**src/hdl/csr_pkg.sv**
```systemverilog
// package with register map, field layout and types for the clock status register slice
// Overview of operation
// disable write clears mask bits written one
// disable, mask, status share one bit layout
// status bit 0 shows main crystal stable
// bits 1,2 show pll a/b locked
// bit 3 shows master clock ready
// bit 7 one when slow crystal selected
// bits 8-10 show programmable clocks ready
// bit 16 one once source selection done
// bit 17 one once rc oscillator stable
// bit 18 sticky failure event, read clears
// bit 19 shows present failure detection
// bit 20 shows fault output active
// bit 21 slow crystal error, held while monitored
// mask view reads enabled sources
// wakeup mode ignores writes when protected
// wakeup input enables gate fast restart
// bits 16,17 gate timer and calendar alarms
// bit 20 selects sleep or wait entry
// bits 22:21 select flash wait state
// enable write sets mask bits written one
// interrupt while any masked status set
// masks and wakeup mode reset to zero
package csr_pkg;
	localparam logic [31:0] CSR_IRQ_ENABLE_ADDR   = 32'h400E0460; // enable, write-only
	localparam logic [31:0] CSR_IRQ_DISABLE_ADDR  = 32'h400E0464; // disable, write-only
	localparam logic [31:0] CSR_STATUS_ADDR       = 32'h400E0468; // status, read-only
	localparam logic [31:0] CSR_MASK_VIEW_ADDR    = 32'h400E046C; // mask, read-only
	localparam logic [31:0] CSR_WAKE_MODE_ADDR    = 32'h400E0470; // fast wakeup mode
	localparam logic [31:0] CSR_PROTECT_ADDR      = 32'h400E0480; // write protection mode
	localparam int          CSR_MAIN_XTAL_BIT     = 0;            // main crystal stable
	localparam int          CSR_PLL_A_BIT         = 1;            // pll a locked
	localparam int          CSR_PLL_B_BIT         = 2;            // pll b locked
	localparam int          CSR_MCK_BIT           = 3;            // master clock ready
	localparam int          CSR_SLOW_SEL_BIT      = 7;            // slow osc is crystal
	localparam int          CSR_PCK_LSB           = 8;            // prog clock ready lsb
	localparam int          CSR_PCK_NUM           = 3;            // number of prog clocks
	localparam int          CSR_SRC_SEL_BIT       = 16;           // main source sel done
	localparam int          CSR_RC_BIT            = 17;           // rc osc stable
	localparam int          CSR_FAIL_EV_BIT       = 18;           // clk fail event
	localparam int          CSR_FAIL_NOW_BIT      = 19;           // clk fail now
	localparam int          CSR_FAULT_BIT         = 20;           // fault out active
	localparam int          CSR_XT32_ERR_BIT      = 21;           // slow xtal error
	localparam logic [31:0] CSR_IRQ_BITS          = 32'h0027070F; // implemented interrupt sources
	localparam logic [31:0] CSR_MASK_RESET        = 32'h00000000; // mask after reset
	localparam logic [31:0] CSR_WAKE_RESET        = 32'h00000000; // wakeup mode after reset
	localparam logic [31:0] CSR_WAKE_BITS         = 32'h0073FFFF; // writable wakeup mode bits
	localparam int          CSR_WAKE_IN_NUM       = 16;           // wakeup inputs
	localparam int          CSR_TIMER_AL_BIT      = 16;           // timer alarm enable
	localparam int          CSR_CAL_AL_BIT        = 17;           // calendar alarm enable
	localparam int          CSR_LP_SEL_BIT        = 20;           // low power select
	localparam int          CSR_FLASH_LSB         = 21;           // flash wait state lsb
	localparam logic [1:0]  CSR_FLASH_STANDBY     = 2'h0;         // flash standby
	localparam logic [1:0]  CSR_FLASH_DEEP        = 2'h1;         // flash deep power-down
	localparam logic [1:0]  CSR_FLASH_IDLE        = 2'h2;         // flash idle
	localparam logic [31:0] CSR_PROTECT_KEY       = 32'h5A5A5A00; // arbitrary key in bits 31:8
	localparam int          CSR_PROTECT_BIT       = 0;            // write protect enable

	// oscillator and clock status levels from the clock generators
	typedef struct packed {
		logic                   main_xtal_stable;     // main crystal stable
		logic                   pll_a_locked;         // pll a locked
		logic                   pll_b_locked;         // pll b locked
		logic                   master_clock_ready;   // master clock ready
		logic                   slow_osc_is_crystal;  // slow clock from crystal
		logic [CSR_PCK_NUM-1:0] prog_clock_ready;     // programmable clocks ready
		logic                   main_source_sel_done; // source selection done
		logic                   rc_osc_stable;        // rc oscillator stable
		logic                   clk_fail_now;         // failure detected now
		logic                   fault_out_active;     // fault output active
		logic                   slow_xtal_bad;        // slow crystal out of tolerance
		logic                   slow_xtal_mon_en;     // slow crystal monitor enabled
	} csr_clk_stat_t;

	// power control decoded from the fast wakeup mode register
	typedef struct packed {
		logic       fast_restart;     // fast restart request
		logic       sleep_on_wait;    // any wait instruction gives sleep
		logic       wait_on_event;    // event wait gives system wait mode
		logic [1:0] flash_wait_state; // flash state in wait mode
	} csr_power_ctl_t;
endpackage

```
**src/hdl/csr_clock_status_regs.sv**
```systemverilog
// wishbone register slice: clock status, interrupt mask and fast wakeup mode
`timescale 1ns/100ps
module csr_clock_status_regs
	import csr_pkg::*;
(
	input  wire logic                      core_clk,       // 250 MHz clock
	input  wire logic                      rst_b,          // async reset, active low
	input  wire logic                      wb_cyc_i,       // bus cycle
	input  wire logic                      wb_stb_i,       // strobe
	input  wire logic                      wb_we_i,        // write enable
	input  wire logic [31:0]               wb_adr_i,       // byte address
	input  wire logic [3:0]                wb_sel_i,       // byte lanes
	input  wire logic [31:0]               wb_dat_i,       // write data
	output logic      [31:0]               wb_dat_o,       // read data
	output logic                           wb_ack_o,       // acknowledge
	input  wire csr_clk_stat_t             clk_stat,       // clock status levels, asynchronous
	input  wire logic                      fail_pulse,     // failure detection pulse, same clock
	input  wire logic [CSR_WAKE_IN_NUM-1:0] wake_in,       // wake-up inputs, asynchronous
	input  wire logic                      timer_alarm,    // timer alarm, asynchronous
	input  wire logic                      calendar_alarm, // calendar alarm, asynchronous
	output csr_power_ctl_t                 power_ctl,      // power mode control
	output logic                           irq             // interrupt request
);
	// synchroniser stages for the asynchronous inputs
	csr_clk_stat_t              stat_meta;     // first stage
	csr_clk_stat_t              stat_sync;     // second stage
	logic [CSR_WAKE_IN_NUM+1:0] wake_meta;     // first stage, alarms on top
	logic [CSR_WAKE_IN_NUM+1:0] wake_sync;     // second stage
	logic                       fail_event;    // sticky failure event
	logic                       xt32_err;      // sticky slow crystal error
	logic [31:0]                irq_mask;      // interrupt mask
	logic [31:0]                wake_mode;     // fast wakeup mode register
	logic                       protect_en;    // write protect enable
	logic [31:0]                status_word;   // assembled status
	logic [31:0]                wr_mask;       // byte lane write mask
	logic [CSR_PCK_NUM-1:0]     pck_bits;      // per-clock ready bits
	logic                       req;           // new bus request
	logic                       wr_req;        // write request
	logic                       rd_status;     // status read this cycle
	logic [CSR_WAKE_IN_NUM+1:0] wake_gated;    // enabled wake sources
	logic                       next_irq;      // interrupt level

	// a request is taken in the cycle ack is low, so ack is one cycle per request
	assign req       = wb_cyc_i && wb_stb_i && !wb_ack_o;
	assign wr_req    = req && wb_we_i;
	assign rd_status = req && !wb_we_i && (wb_adr_i == CSR_STATUS_ADDR);

	// expand byte enables into a bit mask
	genvar gi;
	generate
		for (gi = 0; gi < 4; gi++) begin : g_lane
			assign wr_mask[gi*8 +: 8] = {8{wb_sel_i[gi]}};
		end
		for (gi = 0; gi < CSR_PCK_NUM; gi++) begin : g_pck
			assign pck_bits[gi] = stat_sync.prog_clock_ready[gi];
		end
	endgenerate

	// two-flop synchronisers for status levels and wake sources
	always_ff @(posedge core_clk or negedge rst_b) begin
		if (!rst_b) begin
			stat_meta <= '0;
			stat_sync <= '0;
			wake_meta <= '0;
			wake_sync <= '0;
		end else begin
			stat_meta <= clk_stat;
			stat_sync <= stat_meta;
			wake_meta <= {calendar_alarm, timer_alarm, wake_in};
			wake_sync <= wake_meta;
		end
	end

	// sticky failure event: a new pulse wins over the clearing read
	always_ff @(posedge core_clk or negedge rst_b) begin
		if (!rst_b) begin
			fail_event <= 1'b0;
		end else if (fail_pulse) begin
			fail_event <= 1'b1;
		end else if (rd_status) begin
			fail_event <= 1'b0;
		end
	end

	// slow crystal error holds while monitoring stays enabled
	always_ff @(posedge core_clk or negedge rst_b) begin
		if (!rst_b) begin
			xt32_err <= 1'b0;
		end else if (!stat_sync.slow_xtal_mon_en) begin
			xt32_err <= 1'b0;
		end else if (stat_sync.slow_xtal_bad) begin
			xt32_err <= 1'b1;
		end
	end

	// status word layout shared with mask registers
	always_comb begin
		status_word                   = '0;
		status_word[CSR_MAIN_XTAL_BIT] = stat_sync.main_xtal_stable;
		status_word[CSR_PLL_A_BIT]    = stat_sync.pll_a_locked;
		status_word[CSR_PLL_B_BIT]    = stat_sync.pll_b_locked;
		status_word[CSR_MCK_BIT]      = stat_sync.master_clock_ready;
		status_word[CSR_SLOW_SEL_BIT] = stat_sync.slow_osc_is_crystal;
		status_word[CSR_PCK_LSB +: CSR_PCK_NUM] = pck_bits;
		status_word[CSR_SRC_SEL_BIT]  = stat_sync.main_source_sel_done;
		status_word[CSR_RC_BIT]       = stat_sync.rc_osc_stable;
		status_word[CSR_FAIL_EV_BIT]  = fail_event;
		status_word[CSR_FAIL_NOW_BIT] = stat_sync.clk_fail_now;
		status_word[CSR_FAULT_BIT]    = stat_sync.fault_out_active;
		status_word[CSR_XT32_ERR_BIT] = xt32_err;
	end

	// interrupt mask: enable sets, disable clears, only in implemented bits
	always_ff @(posedge core_clk or negedge rst_b) begin
		if (!rst_b) begin
			irq_mask <= CSR_MASK_RESET;
		end else if (wr_req && wb_adr_i == CSR_IRQ_ENABLE_ADDR) begin
			irq_mask <= irq_mask | (wb_dat_i & wr_mask & CSR_IRQ_BITS);
		end else if (wr_req && wb_adr_i == CSR_IRQ_DISABLE_ADDR) begin
			irq_mask <= irq_mask & ~(wb_dat_i & wr_mask & CSR_IRQ_BITS);
		end
	end

	// write protection: key in upper bits must match
	always_ff @(posedge core_clk or negedge rst_b) begin
		if (!rst_b) begin
			protect_en <= 1'b0;
		end else if (wr_req && wb_adr_i == CSR_PROTECT_ADDR && wb_sel_i == 4'hF
			&& wb_dat_i[31:8] == CSR_PROTECT_KEY[31:8]) begin
			protect_en <= wb_dat_i[CSR_PROTECT_BIT];
		end
	end

	// fast wakeup mode register, locked while protected
	always_ff @(posedge core_clk or negedge rst_b) begin
		if (!rst_b) begin
			wake_mode <= CSR_WAKE_RESET;
		end else if (wr_req && wb_adr_i == CSR_WAKE_MODE_ADDR && !protect_en) begin
			wake_mode <= (wake_mode & ~(wr_mask & CSR_WAKE_BITS)) | (wb_dat_i & wr_mask & CSR_WAKE_BITS);
		end
	end

	// gate wake inputs and alarms by their enables
	assign wake_gated = wake_sync & wake_mode[CSR_CAL_AL_BIT:0];

	// power control outputs from flip-flops
	always_ff @(posedge core_clk or negedge rst_b) begin
		if (!rst_b) begin
			power_ctl <= '0;
		end else begin
			power_ctl.fast_restart     <= |wake_gated;
			power_ctl.sleep_on_wait    <= !wake_mode[CSR_LP_SEL_BIT];
			power_ctl.wait_on_event    <= wake_mode[CSR_LP_SEL_BIT];
			power_ctl.flash_wait_state <= wake_mode[CSR_FLASH_LSB +: 2];
		end
	end

	// interrupt level from masked status
	assign next_irq = |(status_word & irq_mask & CSR_IRQ_BITS);

	always_ff @(posedge core_clk or negedge rst_b) begin
		if (!rst_b) begin
			irq <= 1'b0;
		end else begin
			irq <= next_irq;
		end
	end

	// bus answer: one cycle after request, unmapped reads give zero
	always_ff @(posedge core_clk or negedge rst_b) begin
		if (!rst_b) begin
			wb_ack_o <= 1'b0;
			wb_dat_o <= '0;
		end else begin
			wb_ack_o <= req;
			if (req && !wb_we_i) begin
				case (wb_adr_i)
					CSR_STATUS_ADDR:    wb_dat_o <= status_word;
					CSR_MASK_VIEW_ADDR: wb_dat_o <= irq_mask;
					CSR_WAKE_MODE_ADDR: wb_dat_o <= wake_mode;
					CSR_PROTECT_ADDR:   wb_dat_o <= {31'h0, protect_en};
					default:            wb_dat_o <= '0;           // write-only and unmapped
				endcase
			end
		end
	end

	// assertions
	a_disable_clears: assert property (@(posedge core_clk) disable iff (!rst_b)
		wr_req && wb_adr_i == CSR_IRQ_DISABLE_ADDR && wb_sel_i == 4'hF && wb_dat_i[CSR_MCK_BIT]
		|=> !irq_mask[CSR_MCK_BIT]) else $error("disable write left mask bit set");
	a_enable_sets: assert property (@(posedge core_clk) disable iff (!rst_b)
		wr_req && wb_adr_i == CSR_IRQ_ENABLE_ADDR && wb_sel_i == 4'hF && wb_dat_i[CSR_RC_BIT]
		|=> irq_mask[CSR_RC_BIT]) else $error("enable write left mask bit clear");
	a_mask_reserved: assert property (@(posedge core_clk) disable iff (!rst_b)
		(irq_mask & ~CSR_IRQ_BITS) == 32'h0) else $error("reserved mask bit set");
	a_fail_sticky: assert property (@(posedge core_clk) disable iff (!rst_b)
		fail_pulse |=> fail_event) else $error("failure event lost");
	a_fail_read_clr: assert property (@(posedge core_clk) disable iff (!rst_b)
		rd_status && !fail_pulse |=> !fail_event) else $error("failure event not cleared by read");
	a_pll_follows: assert property (@(posedge core_clk) disable iff (!rst_b)
		$rose(clk_stat.pll_a_locked) ##1 clk_stat.pll_a_locked |=> status_word[CSR_PLL_A_BIT])
		else $error("pll lock not shown after two cycles");
	a_protect_locks: assert property (@(posedge core_clk) disable iff (!rst_b)
		wr_req && wb_adr_i == CSR_WAKE_MODE_ADDR && protect_en |=> $stable(wake_mode))
		else $error("protected wakeup mode changed");
	a_irq_level: assert property (@(posedge core_clk) disable iff (!rst_b)
		|(status_word & irq_mask) |=> irq) else $error("masked status gave no interrupt");
	a_lp_select: assert property (@(posedge core_clk) disable iff (!rst_b)
		wake_mode[CSR_LP_SEL_BIT] |=> power_ctl.wait_on_event && !power_ctl.sleep_on_wait)
		else $error("low power select not applied");
	a_ack_one: assert property (@(posedge core_clk) disable iff (!rst_b)
		wb_ack_o |=> !wb_ack_o) else $error("ack longer than one cycle");

	// every taken request is answered in the very next cycle
	a_ack_answer: assert property (@(posedge core_clk) disable iff (!rst_b)
		req |=> wb_ack_o) else $error("request not answered");

	// status read returns the assembled status word
	a_status_read: assert property (@(posedge core_clk) disable iff (!rst_b)
		rd_status |=> wb_dat_o == $past(status_word)) else $error("status read data wrong");

	// mask view read returns the live mask
	a_mask_read: assert property (@(posedge core_clk) disable iff (!rst_b)
		req && !wb_we_i && wb_adr_i == CSR_MASK_VIEW_ADDR |=> wb_dat_o == $past(irq_mask))
		else $error("mask view read data wrong");

	// write-only enable register reads as zero
	a_enable_rd_zero: assert property (@(posedge core_clk) disable iff (!rst_b)
		req && !wb_we_i && wb_adr_i == CSR_IRQ_ENABLE_ADDR |=> wb_dat_o == 32'h00000000)
		else $error("enable register read not zero");

	// only documented wakeup mode bits ever hold a one
	a_wake_reserved: assert property (@(posedge core_clk) disable iff (!rst_b)
		(wake_mode & ~CSR_WAKE_BITS) == 32'h00000000) else $error("reserved wakeup bit set");

	// slow crystal error clears while monitoring is off
	a_xt32_clear: assert property (@(posedge core_clk) disable iff (!rst_b)
		!stat_sync.slow_xtal_mon_en |=> !xt32_err) else $error("slow crystal error kept unmonitored");

	// slow crystal error sets on a bad frequency while monitored
	a_xt32_set: assert property (@(posedge core_clk) disable iff (!rst_b)
		stat_sync.slow_xtal_mon_en && stat_sync.slow_xtal_bad |=> xt32_err)
		else $error("slow crystal error not set");

	// an enabled wake source raises fast restart
	a_restart_set: assert property (@(posedge core_clk) disable iff (!rst_b)
		|wake_gated |=> power_ctl.fast_restart) else $error("enabled wake source ignored");

	// disabled wake sources have no effect
	a_restart_quiet: assert property (@(posedge core_clk) disable iff (!rst_b)
		wake_gated == '0 |=> !power_ctl.fast_restart) else $error("fast restart without source");

	// clear low power select gives sleep on any wait
	a_sleep_select: assert property (@(posedge core_clk) disable iff (!rst_b)
		!wake_mode[CSR_LP_SEL_BIT] |=> power_ctl.sleep_on_wait && !power_ctl.wait_on_event)
		else $error("sleep entry not selected");

	// flash state output follows its field
	a_flash_state: assert property (@(posedge core_clk) disable iff (!rst_b)
		1'b1 |=> power_ctl.flash_wait_state == $past(wake_mode[CSR_FLASH_LSB +: 2]))
		else $error("flash wait state not applied");

	// unprotected wakeup write lands at the take edge
	a_wake_write: assert property (@(posedge core_clk) disable iff (!rst_b)
		wr_req && wb_adr_i == CSR_WAKE_MODE_ADDR && !protect_en && wb_sel_i == 4'hF
		|=> wake_mode == ($past(wb_dat_i) & CSR_WAKE_BITS)) else $error("wakeup write lost");

	// interrupt stays low with nothing masked in
	a_irq_quiet: assert property (@(posedge core_clk) disable iff (!rst_b)
		(status_word & irq_mask) == 32'h00000000 |=> !irq) else $error("interrupt without source");

	c_fail_read: cover property (@(posedge core_clk) disable iff (!rst_b) fail_event ##1 rd_status);
	c_irq_rise: cover property (@(posedge core_clk) disable iff (!rst_b) $rose(irq));
	c_restart: cover property (@(posedge core_clk) disable iff (!rst_b) $rose(power_ctl.fast_restart));
	c_protected: cover property (@(posedge core_clk) disable iff (!rst_b)
		wr_req && protect_en && wb_adr_i == CSR_WAKE_MODE_ADDR);
	c_xt32_err: cover property (@(posedge core_clk) disable iff (!rst_b) $rose(xt32_err));
endmodule

```
**config.mk**
```make
export PLATFORM = sky130hd
export DESIGN_NAME = csr_clock_status_regs
export DESIGN_NICKNAME = d
export VERILOG_FILES = /design/src/hdl/csr_pkg.sv /design/src/hdl/csr_clock_status_regs.sv
export SDC_FILE = /design/constraint.sdc
export NUM_CORES = 1
export LEC_CHECK = 0
export ABC_CLOCK_PERIOD_IN_PS = 2300
export BUFFER_PORTS_ARGS = -buffer_cell sky130_fd_sc_hd__buf_2
export CORE_MARGIN = 1
export CORE_UTILIZATION = 53
export CTS_BUF_LIST = sky130_fd_sc_hd__clkbuf_8
export CTS_CLUSTER_DIAMETER = 120
export DETAILED_ROUTE_END_ITERATION = 6
export PLACE_DENSITY = 0.91
export SYNTH_ARGS = -nofsm -noshare
export SYNTH_HDL_FRONTEND = slang
export SYNTH_SLANG_ARGS = --single-unit
```
**constraint.sdc**
```tcl
create_clock -name core_clk -period 2.3 [get_ports core_clk]
set_input_delay 0.23 -clock core_clk [delete_from_list [all_inputs] [get_ports core_clk]]
set_output_delay 0.23 -clock core_clk [all_outputs]
set_load 0.005 [all_outputs]
```
==> results_dict.tcl <==
set metrics [dict create \
    rsz0062_at_grt "no" \
    drt_first_pass_iters 5 \
    rr_startpoint "wb_ack_o" \
    io_buffers 135 \
    nets 621 \
    slowest_delay_ns 0.37 \
    p_int_mw 3.63 \
    p_seq_share_pct 50.3 \
    cp_max_fo 5 \
    via_per_inst 5.60 \
    post_cts_resized 0 \
    relSlewSlack_pct 67.5 \
    row_count 34 \
    io_pins 145 \
    ys_async_sr_fraction_pct 100 \
    min_path_cells 2 \
    end_kind "register" \
    drc_errors 0 \
    antenna_left 0 \
    cts_buffer_depth 2 \
    fin_skew_ns 0.00880 \
    hp-start "wb_dat_i[4]" \
    dr_total_vias 3553 \
    cts_made_buffers 17 \
    grt_max_degree 62 \
    switchingPower_mw 1.03 \
    outcome "completed" \
    yosysUniqueCellTypes 38 \
    place.detailed.hpwl_um 8130 \
    syn_to_final_growth_pct 32.6 \
    crit_slowest_cell "dfrtp_1" \
    final_common_cell "buf_2" \
    crit_path_start_kind "register" \
    fin_tns_setup_ns 0 \
    finalPower_mw 4.66 \
    clkLatencyLatePin_ns 0.43 \
    gp_congestion 0.896 \
    comb_power_share_pct 5.6 \
    grt_use_total_pct 26.7 \
    synthFlopType "dfrtp_1" \
    root_buffer "clkbuf_8" \
    overflow 0 \
    final_cell_mix "buf_2, dfrtp_1, dlygate4sd3_1" \
    core_mm2 0.00872 \
    cts_tree "built" \
    p_clk_share_pct 44.1 \
    path_clk_slew_ns 0.07 \
    die_w_um 97.1 \
    ys_seq_elements 129 \
    worst_r2r_path_depth 5 \
    slew_viol_final 0 \
    path_cells "and3b_1 > nand2_1 > nor3_4 > nand4b_2 > mux2_2" \
    routed_wl_um 11700 \
    setup_viol 0 \
    period_share_pct 79.9 \
    drive_above_1_share_pct 38.6 \
    wl_per_cell_um 18.5 \
    dieArea_mm2 0.00942 \
    n_antenna_cell 0 \
    first_global_vias 3785 \
    hold_class "in2reg" \
    max_freq_mhz 544 \
    worstPathArrival_ns 2.15 \
    h-tree-depth 4 \
    ir_worst_vdd_v 0.000568 \
    grt_pass1_wl_um 18700 \
    finalHoldViolCount 0 \
    critPathRequiredTime_ns 2.62 \
    synthCells 332 \
    die_h_um 97.1 \
    worst_slew_pin_slew_ns 0.481 \
    syn-cell-area_mm2 0.00479 \
    seq_area_frac_synth_pct 67.4 \
    final.min_clock_period_ns 1.84 \
    cts_sinks 129 \
    start_util_pct 54.9 \
    drv_cap 0 \
    ys_warn_count 0 \
    synth_edf_count 0 \
    avgSynthCellArea_um2 14.4 \
    worstSetupPathType "reg2reg" \
    swShare_pct 22.2 \
    power_density_mw_per_mm2 734 \
    drt_iter0_drc 208 \
    leakage_nw 3.37 \
    antenna_found_initial 1 \
    regToRegSetupSlack_ns 0.46 \
]
-- cell type report --
class                   count  area [um2]
fillers                   578        2370
well taps                 108         135
multi-input cells         177        1420
clock buffers              17         234
clock inverters            13         189
flip-flops and latches    129        3230
inverters                  12        45.0
repair buffers            178        1100
-- power by group through the flow --
stage	clock network, mW	logic, mW	registers (mW)
3_5_place_dp	0	0.215	2.39
2_1_floorplan	0	0.0614	2.38
6_report	2.06	0.259	2.35
4_1_cts	2.09	0.259	2.35
5_1_grt	2.18	0.287	2.35
3_3_place_gp	0	0.208	2.39
-- synthesized netlist by cell type, types with 2 or more instances --
master	n	area share (%)
nand3_1	7	0.73
and3_1	2	0.26
a22oi_1	7	1.1
nor4_1	3	0.39
inv_1	12	0.94
and2_1	2	0.26
nor2_1	7	0.55
a22o_1	23	4.2
nor4b_1	4	0.73
nor2b_1	4	0.52
clkbuf_1	9	0.71
nand4b_4	2	0.99
a221oi_1	4	0.73
buf_2	3	0.31
nand4_1	13	1.7
and3b_1	2	0.37
nor4bb_1	3	0.63
mux2_2	22	5.2
buf_4	10	1.6
a21o_1	2	0.31
o21ai_0	5	0.52
mux2i_1	22	4.6
o2bb2ai_1	9	1.6
dfrtp_1	129	67
nor3_1	3	0.31
nand2_1	11	0.86
-- stage by stage --
step,instance area [um2],instances,hold slack [ns],util (%),worst slack [ns]
floorplan,4820,340,-0.0656,-,0.540
global placement,5590,570,0.197,64.1,0.142
detailed placement,5590,570,0.207,64.1,0.0731
CTS,6350,634,0.0168,72.8,0.469
global route,6350,634,0.00821,72.8,0.369
finish,6350,634,0.0355,72.8,0.463
-- what timing repair did --
action / in CTS / in global routing
setup buffers: 0 / 0
hold buffers: 34 / 0
hold endpoints to repair: 66 / 0
-- worst max-delay path by stage --
stage | from | end | slack [ns] | depth (start not counted)
2_1_floorplan | wb_adr_i[3] | register | 0.54 | 5
3_3_place_gp | wb_adr_i[22] | register | 0.14 | 6
3_5_place_dp | wb_adr_i[22] | register | 0.07 | 6
4_1_cts | wb_ack_o | register | 0.47 | 5
5_1_grt | wb_ack_o | register | 0.37 | 5
6_report | wb_ack_o | register | 0.46 | 5
-- kinds of logic after synthesis --
logic type      Yosys count  synth area share, %
other cells               1               0.0783
simple gates             70                 9.98
compound gates           54                 9.25
flops                   129                 67.4
mux                      44                 9.77
buf+inv                  34                 3.53
-- worst max-delay path: cells and delay by family (launching register included) --
kind	cells	cell delay [ns]
flops	1	0.37
mux	1	0.36
simple gates	4	0.99
-- metal layers --
layer  GRT usage, %  vias to the layer above  routed length (um)
li1               -                     1563                   -
met1           31.5                     1756                4400
met2           44.3                      201                5950
met3           8.85                       33                1040
met4           12.5                        0                 353
met5              0                        -                   0
(Power assumes the default switching activity.)
